$ cat src/rtl/rpps_cfg.svh
// Constants for the receive-port page select block.
// Assumes inclusion by bare name from the package and the design modules.
`ifndef RPPS_CFG_SVH
`define RPPS_CFG_SVH
`define RPPS_ADDR_W          8
`define RPPS_DATA_W          8
`define RPPS_NUM_SRC         3
`define RPPS_SRC_LOCAL       2'h0
`define RPPS_SRC_CHAN0       2'h1
`define RPPS_SRC_CHAN1       2'h2
`define RPPS_OFS_LINK_CAP    8'h4a
`define RPPS_OFS_EMBED_CTL   8'h4b
`define RPPS_OFS_PAGE_SEL    8'h4c
`define RPPS_PAGE_LO_A       8'h4d
`define RPPS_PAGE_HI_A       8'h7f
`define RPPS_PAGE_LO_B       8'hd0
`define RPPS_PAGE_HI_B       8'hdf
`define RPPS_EMBED_CTL_RST   8'h12
`define RPPS_EMBED_CNT_HI    7
`define RPPS_EMBED_CNT_LO    6
`define RPPS_EMBED_ID_HI     5
`define RPPS_EMBED_ID_LO     0
`define RPPS_SEL_PHYS_BIT    6
`define RPPS_SEL_READ_BIT    4
`define RPPS_SEL_WR1_BIT     1
`define RPPS_SEL_WR0_BIT     0
`define RPPS_SEL_READ_RST    3'b100
`define RPPS_SEL_WR0_RST     3'b010
`define RPPS_SEL_WR1_RST     3'b100
`define RPPS_RAW10_RST       6'h2b
`define RPPS_RAW12_RST       6'h2c
`endif

$ cat src/rtl/rpps_pkg.sv
// Types for the receive-port page select block.
// Assumes rpps_cfg.svh is on the include path.
`include "rpps_cfg.svh"
package rpps_pkg;
  typedef logic [`RPPS_ADDR_W-1:0] rpps_addr_t;
  typedef logic [`RPPS_DATA_W-1:0] rpps_data_t;
  typedef logic [1:0]              rpps_src_t;
  typedef enum logic [1:0] {RPPS_LINE_IDLE, RPPS_LINE_EMBED, RPPS_LINE_VIDEO} rpps_line_t;
endpackage

$ cat src/rtl/rpps_page_bank.sv
// Paged register bank for two receive ports with per-source page select.
// Assumes one register access per cycle from an access engine on core_clk_in;
// the source code says which path (local I2C or a back_channel port) carries it.
`timescale 1ns/100ps
`include "rpps_cfg.svh"
module rpps_page_bank
  import rpps_pkg::*;
(
  // Clock and reset
  input  wire logic       core_clk_in,
  input  wire logic       rst_n_in,
  // Register access
  input  wire logic       acc_valid_in,
  input  wire logic       acc_write_in,
  input  wire rpps_src_t  acc_src_in,
  input  wire rpps_addr_t acc_addr_in,
  input  wire rpps_data_t acc_wdata_in,
  output rpps_data_t      acc_rdata_out,
  // Per-port receive configuration
  input  wire logic [1:0] csi_mode_in,
  input  wire logic [1:0] raw12_sel_in,
  input  wire logic [1:0] frame_start_in,
  input  wire logic [1:0] line_start_in,
  output logic      [5:0] port0_data_type_out,
  output logic      [5:0] port1_data_type_out
);
  // Data types from the two marking units, one slice per port
  wire  [1:0][5:0] port_type;
  logic [2:0] sel_read;
  logic [2:0] sel_wr0;
  logic [2:0] sel_wr1;

  wire is_paged = (acc_addr_in == `RPPS_OFS_LINK_CAP) || (acc_addr_in == `RPPS_OFS_EMBED_CTL)
    || (acc_addr_in >= `RPPS_PAGE_LO_A && acc_addr_in <= `RPPS_PAGE_HI_A)
    || (acc_addr_in >= `RPPS_PAGE_LO_B && acc_addr_in <= `RPPS_PAGE_HI_B);
  wire is_sel   = (acc_addr_in == `RPPS_OFS_PAGE_SEL);
  wire [1:0] src_idx  = (acc_src_in > `RPPS_SRC_CHAN1) ? `RPPS_SRC_LOCAL : acc_src_in;
  wire       src_rd   = sel_read[src_idx];
  wire       phys_num = (src_idx == `RPPS_SRC_CHAN1);
  wire       wr_stb   = acc_valid_in && acc_write_in;
  wire [1:0] page_we  = {sel_wr1[src_idx], sel_wr0[src_idx]} & {2{wr_stb && is_paged}};
  wire [1:0] plain_we = {2{wr_stb && !is_paged && !is_sel}};
  // Unpaged storage lives in the port 0 array so every address has one home
  wire [1:0] mem_we   = page_we | {1'b0, plain_we[0]};
  wire rpps_data_t sel_view = {1'b0, phys_num, 1'b0, src_rd, 2'h0,
                               sel_wr1[src_idx], sel_wr0[src_idx]};
  // Reset values per source: local 0, channel N selects port N
  localparam logic [2:0] SEL_READ_RST = `RPPS_SEL_READ_RST;
  localparam logic [2:0] SEL_WR0_RST  = `RPPS_SEL_WR0_RST;
  localparam logic [2:0] SEL_WR1_RST  = `RPPS_SEL_WR1_RST;

  genvar s;
  generate
    for (s = 0; s < `RPPS_NUM_SRC; s = s + 1) begin : g_src
      always_ff @(posedge core_clk_in) begin
        if (!rst_n_in) begin
          sel_read[s] <= SEL_READ_RST[s];
          sel_wr0[s]  <= SEL_WR0_RST[s];
          sel_wr1[s]  <= SEL_WR1_RST[s];
        end else if (wr_stb && is_sel && src_idx == 2'(s)) begin
          sel_read[s] <= acc_wdata_in[`RPPS_SEL_READ_BIT];
          sel_wr0[s]  <= acc_wdata_in[`RPPS_SEL_WR0_BIT];
          sel_wr1[s]  <= acc_wdata_in[`RPPS_SEL_WR1_BIT];
        end
      end
    end
  endgenerate

  genvar p;
  generate
    for (p = 0; p < 2; p = p + 1) begin : g_port
      // Plain memory has no reset; only the embedded control word needs its default
      // Each port owns its store, so no array is written from two processes
      rpps_data_t mem [256];
      logic [7:0] embed_ctl;
      always_ff @(posedge core_clk_in) begin
        if (mem_we[p]) mem[acc_addr_in] <= acc_wdata_in;
      end
      always_ff @(posedge core_clk_in) begin
        if (!rst_n_in) embed_ctl <= `RPPS_EMBED_CTL_RST;
        else if (page_we[p] && acc_addr_in == `RPPS_OFS_EMBED_CTL) embed_ctl <= acc_wdata_in;
      end
      rpps_type_mark u_mark (
        .core_clk_in            (core_clk_in),
        .rst_n_in               (rst_n_in),
        .line_count_sel_in      (embed_ctl[`RPPS_EMBED_CNT_HI:`RPPS_EMBED_CNT_LO]),
        .embedded_type_value_in (embed_ctl[`RPPS_EMBED_ID_HI:`RPPS_EMBED_ID_LO]),
        .raw_type_value_in      (raw12_sel_in[p] ? `RPPS_RAW12_RST : `RPPS_RAW10_RST),
        .csi_mode_in            (csi_mode_in[p]),
        .frame_start_in         (frame_start_in[p]),
        .line_start_in          (line_start_in[p]),
        .data_type_out          (port_type[p])
      );
    end
  endgenerate

  // Reads of the embedded control word come from the reset-bearing copy
  wire rpps_data_t embed_view = src_rd ? g_port[1].embed_ctl : g_port[0].embed_ctl;
  wire rpps_data_t port0_word = g_port[0].mem[acc_addr_in];
  wire rpps_data_t port1_word = g_port[1].mem[acc_addr_in];
  // Unpaged addresses always read the port 0 store
  wire rpps_data_t mem_view   = (is_paged && src_rd) ? port1_word : port0_word;
  wire rpps_data_t next_rdata = is_sel ? sel_view : mem_view;
  always_ff @(posedge core_clk_in) begin
    if (!rst_n_in) acc_rdata_out <= 8'h00;
    else if (acc_valid_in && !acc_write_in)
      acc_rdata_out <= (acc_addr_in == `RPPS_OFS_EMBED_CTL) ? embed_view : next_rdata;
  end

  assign port0_data_type_out = port_type[0];
  assign port1_data_type_out = port_type[1];
endmodule // rpps_page_bank

$ cat src/rtl/rpps_type_mark.sv
// Per-port data type rewrite for the first lines of a raw-mode frame.
// Assumes frame and line strobes are one-cycle pulses on core_clk_in.
`timescale 1ns/100ps
`include "rpps_cfg.svh"
module rpps_type_mark
  import rpps_pkg::*;
(
  // Clock and reset
  input  wire logic       core_clk_in,
  input  wire logic       rst_n_in,
  // Configuration
  input  wire logic [1:0] line_count_sel_in,
  input  wire logic [5:0] embedded_type_value_in,
  input  wire logic [5:0] raw_type_value_in,
  input  wire logic       csi_mode_in,
  // Frame timing
  input  wire logic       frame_start_in,
  input  wire logic       line_start_in,
  // Result
  output logic      [5:0] data_type_out
);
  logic [1:0] lines_seen;
  rpps_line_t state;
  rpps_line_t next_state;
  wire        raw_active = !csi_mode_in && (line_count_sel_in != 2'h0);
  wire        embed_now  = raw_active && (lines_seen < line_count_sel_in);

  always_comb begin
    case (state)
      RPPS_LINE_IDLE:  next_state = line_start_in ? (embed_now ? RPPS_LINE_EMBED : RPPS_LINE_VIDEO)
                                                  : RPPS_LINE_IDLE;
      RPPS_LINE_EMBED: next_state = line_start_in ? (embed_now ? RPPS_LINE_EMBED : RPPS_LINE_VIDEO)
                                                  : RPPS_LINE_EMBED;
      RPPS_LINE_VIDEO: next_state = RPPS_LINE_VIDEO;
      default:         next_state = RPPS_LINE_IDLE;
    endcase
    if (frame_start_in) next_state = RPPS_LINE_IDLE;
  end

  always_ff @(posedge core_clk_in) begin
    if (!rst_n_in) begin
      state         <= RPPS_LINE_IDLE;
      lines_seen    <= 2'h0;
      data_type_out <= 6'h00;
    end else begin
      state <= next_state;
      if (frame_start_in) lines_seen <= 2'h0;
      else if (line_start_in && lines_seen != 2'h3) lines_seen <= lines_seen + 2'h1;
      if (line_start_in)
        data_type_out <= embed_now ? embedded_type_value_in : raw_type_value_in;
    end
  end
endmodule // rpps_type_mark

$ cat config.mk
export PLATFORM = sky130hd
export DESIGN_NAME = rpps_page_bank
export DESIGN_NICKNAME = d
export VERILOG_FILES = /design/src/rtl/rpps_pkg.sv /design/src/rtl/rpps_page_bank.sv /design/src/rtl/rpps_type_mark.sv
export VERILOG_INCLUDE_DIRS = /design/src /design/src/rtl
export SDC_FILE = /design/constraint.sdc
export NUM_CORES = 2
export LEC_CHECK = 0
export BUFFER_PORTS_ARGS = -buffer_cell sky130_fd_sc_hd__buf_2
export CAP_MARGIN = 10
export CORE_MARGIN = 2
export CORE_UTILIZATION = 30
export CTS_CLUSTER_SIZE = 14
export DETAILED_ROUTE_END_ITERATION = 10
export PLACE_DENSITY = 0.44
export REMOVE_ABC_BUFFERS = 1
export SLEW_MARGIN = 25
export SYNTH_ARGS = -nofsm -noshare
export SYNTH_HDL_FRONTEND = slang
export SYNTH_SLANG_ARGS = --single-unit
$ cat constraint.sdc
create_clock -name core_clk_in -period 4.4 [get_ports core_clk_in]
set_input_delay 0 -clock core_clk_in [delete_from_list [all_inputs] [get_ports core_clk_in]]
set_output_delay 0 -clock core_clk_in [all_outputs]
set_load 0.005 [all_outputs]
# After elaboration in Yosys (flattened, before gate mapping)
# Memory sizes are Yosys's and may differ from the RTL's.
# Cells that the tools add are included.
[op_classes]
addsub = 2
magnitude_cmp = 8
n_eq_ne = 7
mux = 19
bitwise_logic = 3
reduce_logical = 33
[ops]
columns = ["operator", "n"]
rows = [
  ["8-bit two-way mux", 4],
  ["8-bit by 7-bit equality test with 1-bit output (second input constant)", 3],
  ["1-bit logical AND", 20],
  ["6-bit two-way mux", 2],
  ["8-bit by 7-bit greater-or-equal comparator with 1-bit output (second input constant)", 1],
  ["8-bit greater-or-equal comparator (second input constant)", 1],
  ["8-bit by 7-bit less-or-equal comparator with 1-bit output (second input constant)", 1],
  ["8-bit less-or-equal comparator (second input constant)", 1],
  ["1-bit two-way mux", 7],
  ["1-bit binary-select mux with 2-bit select", 3],
  ["3-bit two-way mux", 2],
  ["1-bit zero test", 5],
  ["2-bit by 1-bit adder with 2-bit output (second input constant)", 2],
  ["2-bit less-than comparator", 2],
  ["2-bit != test (second input constant)", 2],
  ["2-bit nonzero test", 2],
  ["2-bit OR reduction", 2],
  ["1-bit logical OR", 3],
  ["2-bit by 3-bit less-than comparator with 1-bit output (second input constant)", 1],
  ["2-bit AND", 1],
  ["2-bit by 1-bit equality test with 1-bit output (second input constant)", 1],
  ["2-bit equality test (second input constant)", 1],
  ["2-bit > comparator (second input constant)", 1],
  ["2-bit zero test", 1],
  ["3 further kinds", 3],
]
[totals]
regBits = 49
mem_bits_rw = 4096
inputBits = 30
output_inout_bits = 20
elab_cells = 90
mem_count = 2
[mem_list]
columns = ["memory", "words", "width", "rd", "rd_ports_with_merged_regs", "write_ports", "line_no", "rtl"]
rows = [
  ["g_port[0].mem", 256, 8, 1, 0, 1, "rpps_page_bank.sv:74", "rpps_data_t mem [256];"],
  ["g_port[1].mem", 256, 8, 1, 0, 1, "rpps_page_bank.sv:74", ""],
]

# Logic depth before layout (Yosys ltp)
[logic_depth]
depth_word = 10
depth_mapped = 13
mapped_depth_nobuf = 9

# Hierarchy
# Synthesis repeated with hierarchy kept, for this count alone.
[unflattened]
cells_unflattened = 5509
area_unflattened_um2 = 120738.3
[by_module_without_submodules]
columns = ["module", "n_inst", "cells_each", "area_per_inst_um2", "seq_area_each_um2"]
rows = [
  ["rpps_page_bank", 1, 5397, 119769.9, 92428.6],
  ["rpps_type_mark", 2, 56, 484.2, 160.2],
]

# Worst setup path before layout
# Ideal clock, no wire load.
[synth_timing]
kind = "input port to flip-flop"
startpoint = "in acc_addr_in[0]"
endpoint = "mem g_port[0].mem[246][0] in the netlist's numbering, enable pin"
setup_time_ps = 370
arrival_ps = 2192
t_required_ps = 4030
path_slack_ps = 1838
stages = 10
path_buffers = 5
cell_sequence = "buf_6 -> buf_6 -> buf_4 -> or4bb_1 -> nor2_1 -> a211oi_2 -> clkbuf_1 -> nand2_1 -> buf_2 -> nor2_1"
[synth_between]
elab_chain_len = 10
elab_cells_between_ends = 21
cone_classes = "order compare (4); eq/ne (3); mux (2); bitwise (2); reduce/logical (10)"
[synth_rtl]
columns = ["item", "line_no", "rtl"]
rows = [
  ["start: declaration", "rpps_page_bank.sv:16", "input wire rpps_addr_t acc_addr_in,"],
  ["8-bit by 7-bit greater-or-equal comparator with 1-bit output (no line) (tied with other cells)", "n/a", ""],
  ["1-bit logical AND (no line) or 1-bit logical OR (tied branches)", "n/a", ""],
  ["1-bit logical OR (2 in series)", "rpps_page_bank.sv:33", "wire is_paged = (acc_addr_in == `RPPS_OFS_LINK_CAP) || (acc_addr_in == `RPPS_OFS_EMBED_CTL)"],
  ["1-bit zero test", "rpps_page_bank.sv:42", "wire [1:0] plain_we = {2{wr_stb && !is_paged && !is_sel}};"],
  ["1-bit logical AND (2 in series)", "rpps_page_bank.sv:42", ""],
  ["2-bit by 1-bit OR with 2-bit output", "rpps_page_bank.sv:44", "wire [1:0] mem_we = page_we | {1'b0, plain_we[0]};"],
  ["1-bit two-way mux", "rpps_page_bank.sv:77", "if (mem_we[p]) mem[acc_addr_in] <= acc_wdata_in;"],
  ["1-bit two-way mux (not written as such)", "rpps_page_bank.sv:77", ""],
  ["end: declaration", "rpps_page_bank.sv:74", ""],
]
# Parallel ways exist; a longest one is shown, timed or not.

# Worst setup path after layout
[layout_timing]
startpoint = "mem g_port[0].mem[204][5] in the netlist's numbering"
endpoint = "reg acc_rdata_out[5]"
[layout_between]
elab_chain_len = 4
[layout_rtl]
columns = ["item", "line_no", "rtl"]
rows = [
  ["memory read 256 x 8 bit", "n/a", ""],
  ["8-bit two-way mux", "rpps_page_bank.sv:102", "wire rpps_data_t mem_view = (is_paged && src_rd) ? port1_word : port0_word;"],
  ["8-bit two-way mux", "rpps_page_bank.sv:103", "wire rpps_data_t next_rdata = is_sel ? sel_view : mem_view;"],
  ["8-bit two-way mux", "rpps_page_bank.sv:107", "acc_rdata_out <= (acc_addr_in == `RPPS_OFS_EMBED_CTL) ? embed_view : next_rdata;"],
  ["end signal: assignment", "rpps_page_bank.sv:107", ""],
  ["end: declaration", "rpps_page_bank.sv:18", "output rpps_data_t acc_rdata_out,"],
]
# Every way passes these cells.
# A chain may end at the register's enable or synchronous reset.

==> qor.txt <==
Overflow after GRT: 0
H-tree depth: 5
VDD IR max: 0.313 mV
Detailed Route WL: 371000 µm
layout cell share with drive strength beyond 1: 0.261
Mapped Cells: 5601
Max-slew headroom: 0.266
crit-path cells: mux4_2 -> mux4_2 -> and2_1 -> a2111oi_1 -> nor4_1 -> nand3_1 -> nand3_1 -> dlygate4sd3_1
number of distinct library cells after synthesis: 76
Synth top cells by count: edfxtp_1, mux4_2, nor2_1, clkbuf_1, nand2_1
Layout Nets: 6618
I/O Buffers: 49
f_max: 267 MHz
global route hottest layer: met2
met2 usage: 0.286
Tot GR Track Use: 0.176
Synth Register Bits: 3153
layout overhead on the synthesized area: 18.2%
largest family of logic cells by synthesized area: multiplexers
max-cap violation count: 0
Flop pwr share: 0.512
sequential area share after synthesis: 0.772
fin cells: 12300
Net Switching: 14.6 mW
DR iter-0 viols: 6488
post-synth top area share: 0.764
Main synth FF type: edfxtp_1
Clock Sinks: 3153
Layout Skew: 0.0721 ns
Final WS setup: 0.661 ns
CP max stage delay: 0.75 ns
Fin. Hold Viols: 0
clk_lat worst skew: 0.97 ns
area post-placement: 133000 µm²
DRC viols: 0
DP Worst Slack: 0.291 ns
most common cell in the synthesized netlist: edfxtp_1
Post-Synth XOR/XNOR Area: 0.000144
clock network power share: 0.430
num rows: 234
CP top delay family: multiplexers
average size of a mapped cell: 21.8 µm²
Die Wd: 642 µm
gp weighted congestion: 0.848
post-detailed-route wirelength per cell: 30.2 µm
status: completed
post-synthesis adder-cell area fraction: 0.000820
Final Cell Area: 144000 µm²
Leak: 45.6 nW
combinational fraction of design power: 0.057
post-CTS setup buffer count: 0
WP data required: 5.24 ns
Reg clk slew, reported paths: 0.06 ns
CP Capture Type: flip-flop
DRT Pass-1 Iters: 7
largest net degree at the start of global routing: 191
largest cells by area after synthesis: edfxtp_1, mux4_2, nor2_1
mapped cell area: 122000 µm²
post-synthesis mux area share: 0.159
Synth Area in Simple Gates: 0.0255
M1 GR Usage: 0.246
clock buffer depth: 4
clock root buffer: clkbuf_16
slowest CP cell: a2111oi_1
pwr/cell area: 454 nW/µm²
placed cell count: 11600
DRT antenna net count: 0
Initial Utilization: 0.301
routed vias: 61300
CP Class: reg2reg
Post-synth EDFFs: 3104
Arr. time, crit path: 4.58 ns
ys async rst share: 0
Via density: 4.99
area of the core: 406000 µm²
crit start category: flip-flop
Final Cycle Share: 0.850
setup violators final: 0
CTS Buf Count: 344
synth warn: 0
worst-path fanout max: 1
Die Ht: 642 µm
worst path buffer plus inverter count: 1
TritonCTS clock tree: built
HP Class: in2reg
RSZ-0062 raised after global routing: no
hpwl dp: 234000 µm
Yosys top cell by area: edfxtp_1
switch share: 0.223
Max Slew Vio Count: 0
GR Util met3: 0.0290
die area: 412000 µm²
first-pass GRT wire length: 513000 µm
internal power: 50.9 mW
actual slew at the worst max-slew pin: 1.10 ns
post-synthesis compound-gate area fraction: 0.0266
Top Ports: 50
initial antenna violation count: 28
number of global-route vias before repair: 63100
min Tclk post-route: 3.74 ns
## power by group through the flow
stage | Sequential [mW] | Combinational, mW | Clock [mW]
CTS | 33.6 | 3.80 | 28.8
global placement | 34.2 | 3.73 | 0
floorplan | 34.1 | 1.42 | 0
global route | 33.6 | 3.95 | 30.0
detailed placement | 34.2 | 3.76 | 0
finish | 33.6 | 3.75 | 28.2
## worst paths after layout
path / slack [ns] / endpoint / startpoint / depth (start not counted)
setup / recovery: 0.66 / acc_rdata_out[5] / g_port[0].mem[204][5] / 8
setup reg to reg: 0.66 / acc_rdata_out[5] / g_port[0].mem[204][5] / 8
hold reg to reg: 0.48 / sel_wr0[2] / sel_wr0[2] / 2
hold / removal: 0.09 / g_port[0].mem[204][6] / acc_wdata_in[6] / 2
## registers in the layout, indices dropped and copies added, names as in the netlist
name	flops
sel_wr1	3
g_port.mem	3104
sel_read	3
g_port.u_mark.lines_seen	4
g_port.embed_ctl	16
sel_wr0	3
g_port.u_mark.data_type_out	12
acc_rdata_out	8
## layout by cell type, fill, tap and decap left out, types with 61 or more instances in the layout
cell type / count
clkbuf_1: 71
nor2_1: 371
a22oi_1: 105
buf_4: 318
clkbuf_16: 349
clkinv_1: 72
buf_12: 63
nand2_1: 128
clkinv_2: 61
mux4_2: 816
edfxtp_1: 3104
mux2i_1: 72
conb_1: 512
## repair_timing
action,CTS,global route
resized for setup,0,0
hold buffers,45,1
hold endpoints to repair,1714,12
## stage by stage
step	util	hold WS (ns)	power [mW]	TNS (ns)
CTS	0.356	0.0194	66.2	0
global placement	0.328	0.307	37.9	0
floorplan	-	0.0619	35.5	-2406.33
detailed placement	0.328	0.313	37.9	0
finish	0.356	0.0906	65.5	0
global route	0.356	0.0630	67.5	0
## per-layer routing
layer	wire, µm	vias to the layer above
met5	0	-
li1	-	25100
met1	162000	33700
met2	176000	1954
met3	21800	517
met4	10800	0
## cells by family after synthesis
logic type / Yosys count
flip-flops: 3153
AO/OA/AOI/OAI: 451
adder cells (fa/ha/maj): 8
XOR/XNOR: 2
AND/OR/NAND/NOR: 708
buffers and inverters: 364
multiplexers: 914
other: 1
## area by class of cell
cell class	instances	area, µm²
diodes	6	15.0
clock buffers	423	9020
clock inverters	193	1780
fillers	37700	261000
inverters	10	45.0
multi-input cells	2595	27900
flip-flops and latches	3153	94200
well taps	5428	6790
repair buffers	476	4500
## worst reg2reg max path, delay by kind of cell (launching register included)
kind            cells  cell delay, ns
compound gates      1            0.75
buf+inv             1            0.56
flops               1            0.37
mux                 2            1.17
simple gates        4            0.80
Note: power is estimated with default switching activity, not from simulation.
